**config.mk**
```make
export PLATFORM = sky130hd
export DESIGN_NAME = trigger_output_source_select
export DESIGN_NICKNAME = d
export VERILOG_FILES = /design/src/trigger_output_pkg.sv /design/src/trigger_output_source_select.sv
export SDC_FILE = /design/constraint.sdc
export NUM_CORES = 1
export LEC_CHECK = 0
export ABC_AREA = 1
export BUFFER_PORTS_ARGS = -buffer_cell sky130_fd_sc_hd__buf_2
export CAP_MARGIN = 20
export CORE_MARGIN = 3
export CORE_UTILIZATION = 44
export DETAILED_ROUTE_END_ITERATION = 7
export PLACE_DENSITY = 0.83
export SLEW_MARGIN = 20
export SYNTH_ARGS = -nofsm -noshare
export SYNTH_HDL_FRONTEND = slang
export SYNTH_SLANG_ARGS = --single-unit
```
**constraint.sdc**
```tcl
create_clock -name sys_clk -period 1.35 [get_ports sys_clk]
set_clock_uncertainty 0.1 [all_clocks]
set_input_delay 0.27 -clock sys_clk [delete_from_list [all_inputs] [get_ports sys_clk]]
set_output_delay 0.27 -clock sys_clk [all_outputs]
set_load 0.01 [all_outputs]
```
**src/trigger_output_pkg.sv**
```systemverilog
// Constants, field layouts and carrier types for the trigger output source selector
package trigger_output_pkg;

   ////////////////////////////////////////////////////////////////////////////
   // Register byte addresses
   localparam logic [15:0] TRIG_MASK_ADDR = 16'h8110;
   localparam logic [15:0] FP_CTRL_ADDR = 16'h811C;
   localparam logic [15:0] FP_STATUS_ADDR = 16'h81F0;

   ////////////////////////////////////////////////////////////////////////////
   // Widths
   localparam int NUM_TRIG_SRC = 8;
   localparam int DATA_W = 32;
   localparam int ADDR_W = 16;

   ////////////////////////////////////////////////////////////////////////////
   // Front-panel control field positions
   localparam int FORCE_LEVEL_BIT = 14;
   localparam int TEST_MODE_BIT = 15;
   localparam int MODE_LSB = 16;
   localparam int PROBE_LSB = 18;
   localparam int QUALIFIER_BIT = 20;
   localparam int CFG_W = 7;

   ////////////////////////////////////////////////////////////////////////////
   // Status field positions
   localparam int ST_OUT_BIT = 0;
   localparam int ST_TRIG_BIT = 1;
   localparam int ST_SYNC_BIT = 2;
   localparam int ST_CLK_BIT = 3;

   ////////////////////////////////////////////////////////////////////////////
   // Reset values and the read value of unmapped addresses
   localparam logic [NUM_TRIG_SRC-1:0] TRIG_MASK_RESET = 8'h00;
   localparam logic [CFG_W-1:0] FP_CTRL_RESET = 7'h00;
   localparam logic [DATA_W-1:0] READ_ZERO = 32'h00000000;

   ////////////////////////////////////////////////////////////////////////////
   // Modes and probes
   typedef enum logic [1:0] {
      OUT_TRIGGER = 2'b00,
      OUT_MB_PROBE = 2'b01,
      OUT_CH_PROBE = 2'b10,
      OUT_SYNC_IN = 2'b11
   } out_mode_t;

   typedef enum logic [1:0] {
      PROBE_RUN = 2'b00,
      PROBE_CLOCK = 2'b01,
      PROBE_PHASE = 2'b10,
      PROBE_STATUS = 2'b11
   } mb_probe_t;

   ////////////////////////////////////////////////////////////////////////////
   // Carriers
   typedef struct packed {
      logic qualifier;
      mb_probe_t probe;
      out_mode_t mode;
      logic testMode;
      logic forceLevel;
   } out_cfg_t;

   typedef struct packed {
      logic run;
      logic delayedAcquisitionFlag;
      logic busy;
      logic lockLoss;
   } board_flags_t;

endpackage

```
**src/trigger_output_source_select.sv**
```systemverilog
// Trigger output source selector with APB register access
`timescale 1ns/100ps

module trigger_output_source_select (
   // Clock and reset
   input wire logic sys_clk,
   input wire logic rst_b,
   // APB slave
   input wire logic psel,
   input wire logic penable,
   input wire logic pwrite,
   input wire logic [15:0] paddr,
   input wire logic [31:0] pwdata,
   output logic [31:0] prdata,
   output logic pready,
   output logic pslverr,
   // Signal sources
   input wire logic [7:0] triggerSources,
   input wire trigger_output_pkg::board_flags_t boardFlags,
   input wire logic channelProbe,
   input wire logic general_purpose_input,
   // Front-panel output
   output logic trigger_output_pin
);

   ////////////////////////////////////////////////////////////////////////////
   // Registers and combinational next values
   logic [7:0] trigMask;
   trigger_output_pkg::out_cfg_t cfg;
   logic samplingClockCopy;
   logic [31:0] next_prdata;
   logic next_out;

   ////////////////////////////////////////////////////////////////////////////
   // APB decode
   wire logic accessing = psel & penable & ~pready;
   wire logic commit = psel & penable & pready;
   wire logic hitMask = (paddr == trigger_output_pkg::TRIG_MASK_ADDR);
   wire logic hitCtrl = (paddr == trigger_output_pkg::FP_CTRL_ADDR);
   wire logic hitStatus = (paddr == trigger_output_pkg::FP_STATUS_ADDR);
   wire logic mapped = hitMask | hitCtrl | hitStatus;
   // Status is read only, so writing it is an error too
   wire logic badAccess = ~mapped | (pwrite & hitStatus);

   ////////////////////////////////////////////////////////////////////////////
   // Source selection
   wire logic combinedTrigger = |(triggerSources & trigMask);
   wire logic runProbe = cfg.qualifier ? boardFlags.delayedAcquisitionFlag : boardFlags.run;
   wire logic statusProbe = cfg.qualifier ? boardFlags.lockLoss : boardFlags.busy;

   logic mbProbe;
   always_comb begin
      unique case (cfg.probe)
         trigger_output_pkg::PROBE_RUN: mbProbe = runProbe;
         trigger_output_pkg::PROBE_CLOCK: mbProbe = samplingClockCopy;
         // Phase view: the copy half a period late, opposite polarity
         trigger_output_pkg::PROBE_PHASE: mbProbe = ~samplingClockCopy;
         trigger_output_pkg::PROBE_STATUS: mbProbe = statusProbe;
      endcase
   end

   logic modeOut;
   always_comb begin
      unique case (cfg.mode)
         trigger_output_pkg::OUT_TRIGGER: modeOut = combinedTrigger;
         trigger_output_pkg::OUT_MB_PROBE: modeOut = mbProbe;
         trigger_output_pkg::OUT_CH_PROBE: modeOut = channelProbe;
         trigger_output_pkg::OUT_SYNC_IN: modeOut = general_purpose_input;
      endcase
   end

   assign next_out = cfg.testMode ? cfg.forceLevel : modeOut;

   ////////////////////////////////////////////////////////////////////////////
   // Read data
   wire logic [31:0] maskWord = {24'h000000, trigMask};
   wire logic [31:0] ctrlWord = {11'h000, cfg.qualifier, cfg.probe, cfg.mode, cfg.testMode, cfg.forceLevel,
                                 14'h0000};
   wire logic [31:0] statusWord = {28'h0000000, samplingClockCopy, general_purpose_input, combinedTrigger,
                                   trigger_output_pin};
   assign next_prdata = hitMask ? maskWord :
                        hitCtrl ? ctrlWord :
                        hitStatus ? statusWord : trigger_output_pkg::READ_ZERO;

   ////////////////////////////////////////////////////////////////////////////
   // Bus answer, one wait state
   always_ff @(posedge sys_clk or negedge rst_b) begin
      if (!rst_b) begin
         pready <= 1'b0;
         pslverr <= 1'b0;
         prdata <= 32'h00000000;
      end else begin
         pready <= accessing;
         pslverr <= accessing & badAccess;
         prdata <= (accessing & ~pwrite) ? next_prdata : 32'h00000000;
      end
   end

   ////////////////////////////////////////////////////////////////////////////
   // Configuration, written at the completing edge only
   always_ff @(posedge sys_clk or negedge rst_b) begin
      if (!rst_b) begin
         trigMask <= trigger_output_pkg::TRIG_MASK_RESET;
         cfg <= trigger_output_pkg::FP_CTRL_RESET;
      end else if (commit & pwrite) begin
         if (hitMask) begin
            trigMask <= pwdata[7:0];
         end
         if (hitCtrl) begin
            cfg <= pwdata[trigger_output_pkg::QUALIFIER_BIT:trigger_output_pkg::FORCE_LEVEL_BIT];
         end
      end
   end

   ////////////////////////////////////////////////////////////////////////////
   // Half-rate clock copy; edges stay locked to the sampling clock
   always_ff @(posedge sys_clk or negedge rst_b) begin
      if (!rst_b) begin
         samplingClockCopy <= 1'b0;
      end else begin
         samplingClockCopy <= ~samplingClockCopy;
      end
   end

   ////////////////////////////////////////////////////////////////////////////
   // Output flop hides mux glitches when fields change
   always_ff @(posedge sys_clk or negedge rst_b) begin
      if (!rst_b) begin
         trigger_output_pin <= 1'b0;
      end else begin
         trigger_output_pin <= next_out;
      end
   end

endmodule // trigger_output_source_select

```
==> metrics <==
status complete, no violations; insertion delay to the later sink of the worst-skew pair just under 0.3 ns; register area share after synthesis about 46%; Worst Slack Setup Final 0.0680 ns; DP Wirelength about 3.1 mm; total power draw 1920 µW; Mapped Cells 229; DRT antenna net count 0; post-synthesis cell type count 21; port bufs 67; core area around 3900 µm²; top post-synthesis cells by area dfrtp_1 46%, nand2_1 9.6%, inv_1 7.3%; vias per inst 4.59; Setup Crit Path Kind reg -> reg; cell area after synthesis about 1800 µm²; Critical Path Source Type flip-flop; Synth area leader dfrtp_1; Die X ~71 µm; Final Net Count roughly 380; syn avg cell area 8.06 µm²; CP endpoint kind flip-flop; share of cells above drive strength 1 a little under two fifths; ANT cells 0; Post-Route WL roughly 4.1 mm; clock tree root driver cell clkbuf_8; sequential group share of total power about 53%; P&R area growth vs syn 27.4%; Worst VDD drop 0.000554 V; Setup WS pre-CTS -0.0994 ns; Setup-failing EPs final 0; Yosys reg bits 34; Fmax achieved approximately 780 MHz; worst hold path depth 3; placed insts approximately 350; worst hold path startpoint pwdata[5]; Worst Hold Class in -> reg; FILL cells ~350; GRT overflow 0; CP Data Required Time between 1 and 1.5 ns; reg-to-reg startpoint pready$_DFF_PN0_; sequential standard cell area 851 µm²; period utilization between 90% and 100%; worst-path fanout max 8; GRT Resource Usage Total approximately 16%; Pins Over Slew Limit 0; Clk network pwr share ~37%; vias in the first global route ~1,500; crit path to trigMask[6]$_DFFE_PN0P_; first-pass GRT wire length 6.29 mm; largest net degree at the start of global routing 35; Power Density 815 nW/µm²; R2R setup slack between 0.06 and 0.07 ns; initial antenna violation count 0; switching power share of the total approximately 25%; setup_tns 0 ns; Die Footprint 5010 µm²; RSZ-0062 raised after global routing yes; CTS Sinks 34; # rows 22; Fin. Hold Viols 0; Ports 102; Switch Pwr 472 µW; Die Span Y 70.8 µm; starting density of the core 47.9%; Iter 0 DRT Violations 53; CP startpoint pready$_DFF_PN0_; CTS tree built; gpl congestion about 0.94; worst-case clock buffer depth 2; Finished Layout Cells 360; cell-internal power 1450 µW; Avg WL per Cell ~11 µm; r2r worst-path depth 6; Remaining DRCs 0; leakage power about 0.0013 µW; Num CTS Buffers 5; share of the synthesized area in the top cell type roughly 46%; CTS H-Tree Depth 2; Yosys warnings 0; fin crit period between 1 and 1.5 ns; r2r endpoint trigMask[6]$_DFFE_PN0P_; clock transition at the registers of the reported paths 0.07 ns; Vias 1,652; max_cap viols 0; CP arrival about 1.4 ns; multi-input gate area in the final layout 790 µm²; Logic pwr share approximately 10%; Pre-antenna DRT Iters 4
[routing by layer]
metal	routed length [µm]	GRT usage, %	vias up	share of wire, %
met1	1600	17.4	751	39
li1	-	-	840	-
met3	278	4.26	6	6.8
met4	57	11.1	0	1.4
met5	0	0	-	0
met2	2140	27.8	55	52
[flip-flops by register name, indices dropped and copies added, names as in the netlist]
register	cells
pslverr	1
samplingClockCopy	1
prdata	15
trigger_output_pin	1
cfg	7
trigMask	8
pready	1
[placed cells by master (no fill, tap or decap)]
cell type / n
buf_2: 67
nand2_1: 47
inv_1: 36
dfrtp_1: 34
nor2_1: 24
conb_1: 17
nand3_1: 12
o21ai_1: 9
buf_4: 9
nand2_2: 7
o21ai_2: 7
nor2_4: 6
nor3_1: 5
nand4_1: 5
a21oi_1: 5
clkbuf_8: 5
inv_2: 4
nand3_2: 3
nand3_4: 3
clkinv_2: 2
nor2_2: 1
o21ai_0: 1
or2_2: 1
dlygate4sd3_1: 1
buf_6: 1
[synthesized netlist by cell type]
cell type  number
buf_4          17
nor3_1          5
a21oi_1         5
nor2_1         25
nand4_1         5
buf_6           3
nand3_4         2
nand3_1        13
o21ai_1         9
o21ai_2         7
nand2_2         7
nand3_2         1
inv_2           4
dfrtp_1        34
inv_1          36
nor2_2          2
o21ai_0         1
nand2_1        47
or2_2           1
nor2_4          4
conb_1          1
[metrics by stage]
step	utilization, %	instance area, µm²	hold slack (ns)
finish	61.1	2350	0.107
global route	61.1	2350	0.106
CTS	59.4	2290	0.101
detailed placement	57.1	2200	0.221
global placement	57.1	2200	0.212
floorplan	-	1910	-0.126
[power by group through the flow]
stage          combinational, µW  clock [µW]  sequential (µW)
2_1_floorplan                109           0             1040
3_3_place_gp                 181           0             1040
3_5_place_dp                 186           0             1040
4_1_cts                      190         727             1020
5_1_grt                      219         754             1020
6_report                     194         701             1020
[cells by family after synthesis]
group | count (synthesis) | synth area share [%]
other | 1 | 0.203
buffers and inverters | 60 | 16.9
AO/OA/AOI/OAI | 22 | 7.38
AND/OR/NAND/NOR | 112 | 29.5
flip-flops | 34 | 46.1
[worst min-delay path by stage]
stage	to	slack [ns]
3_5_place_dp	prdata[20]$_DFF_PN0_	0.22
4_1_cts	trigMask[5]$_DFFE_PN0P_	0.10
3_3_place_gp	prdata[20]$_DFF_PN0_	0.21
6_report	trigMask[5]$_DFFE_PN0P_	0.11
5_1_grt	cfg[6]$_DFFE_PN0P_	0.11
2_1_floorplan	cfg[0]$_DFFE_PN0P_	-0.13
[critical path, cell delays in order (launching register included)]
cell     delay, ns
dfrtp_1       0.37
nand3_2       0.10
nor2_4        0.21
buf_6         0.14
nand3_4       0.11
nand2_1       0.08
o21ai_1       0.06
[final cells by class]
| type | count | area share [%] |
|---|---|---|
| flip-flops and latches | 34 | 36.2 |
| multi-input cells | 153 | 33.5 |
| repair buffers | 78 | 18.0 |
| inverters | 40 | 6.38 |
| clock buffers | 5 | 2.92 |
| well taps | 48 | 2.55 |
| clock inverters | 2 | 0.425 |
[what timing repair did]
item,4_1_cts,5_1_grt
hold endpoints to repair,34,0
hold buffers,1,0
setup buffers,0,2
gates resized for setup,0,6
setup endpoints to repair,0,27
(Power assumes the default switching activity.)
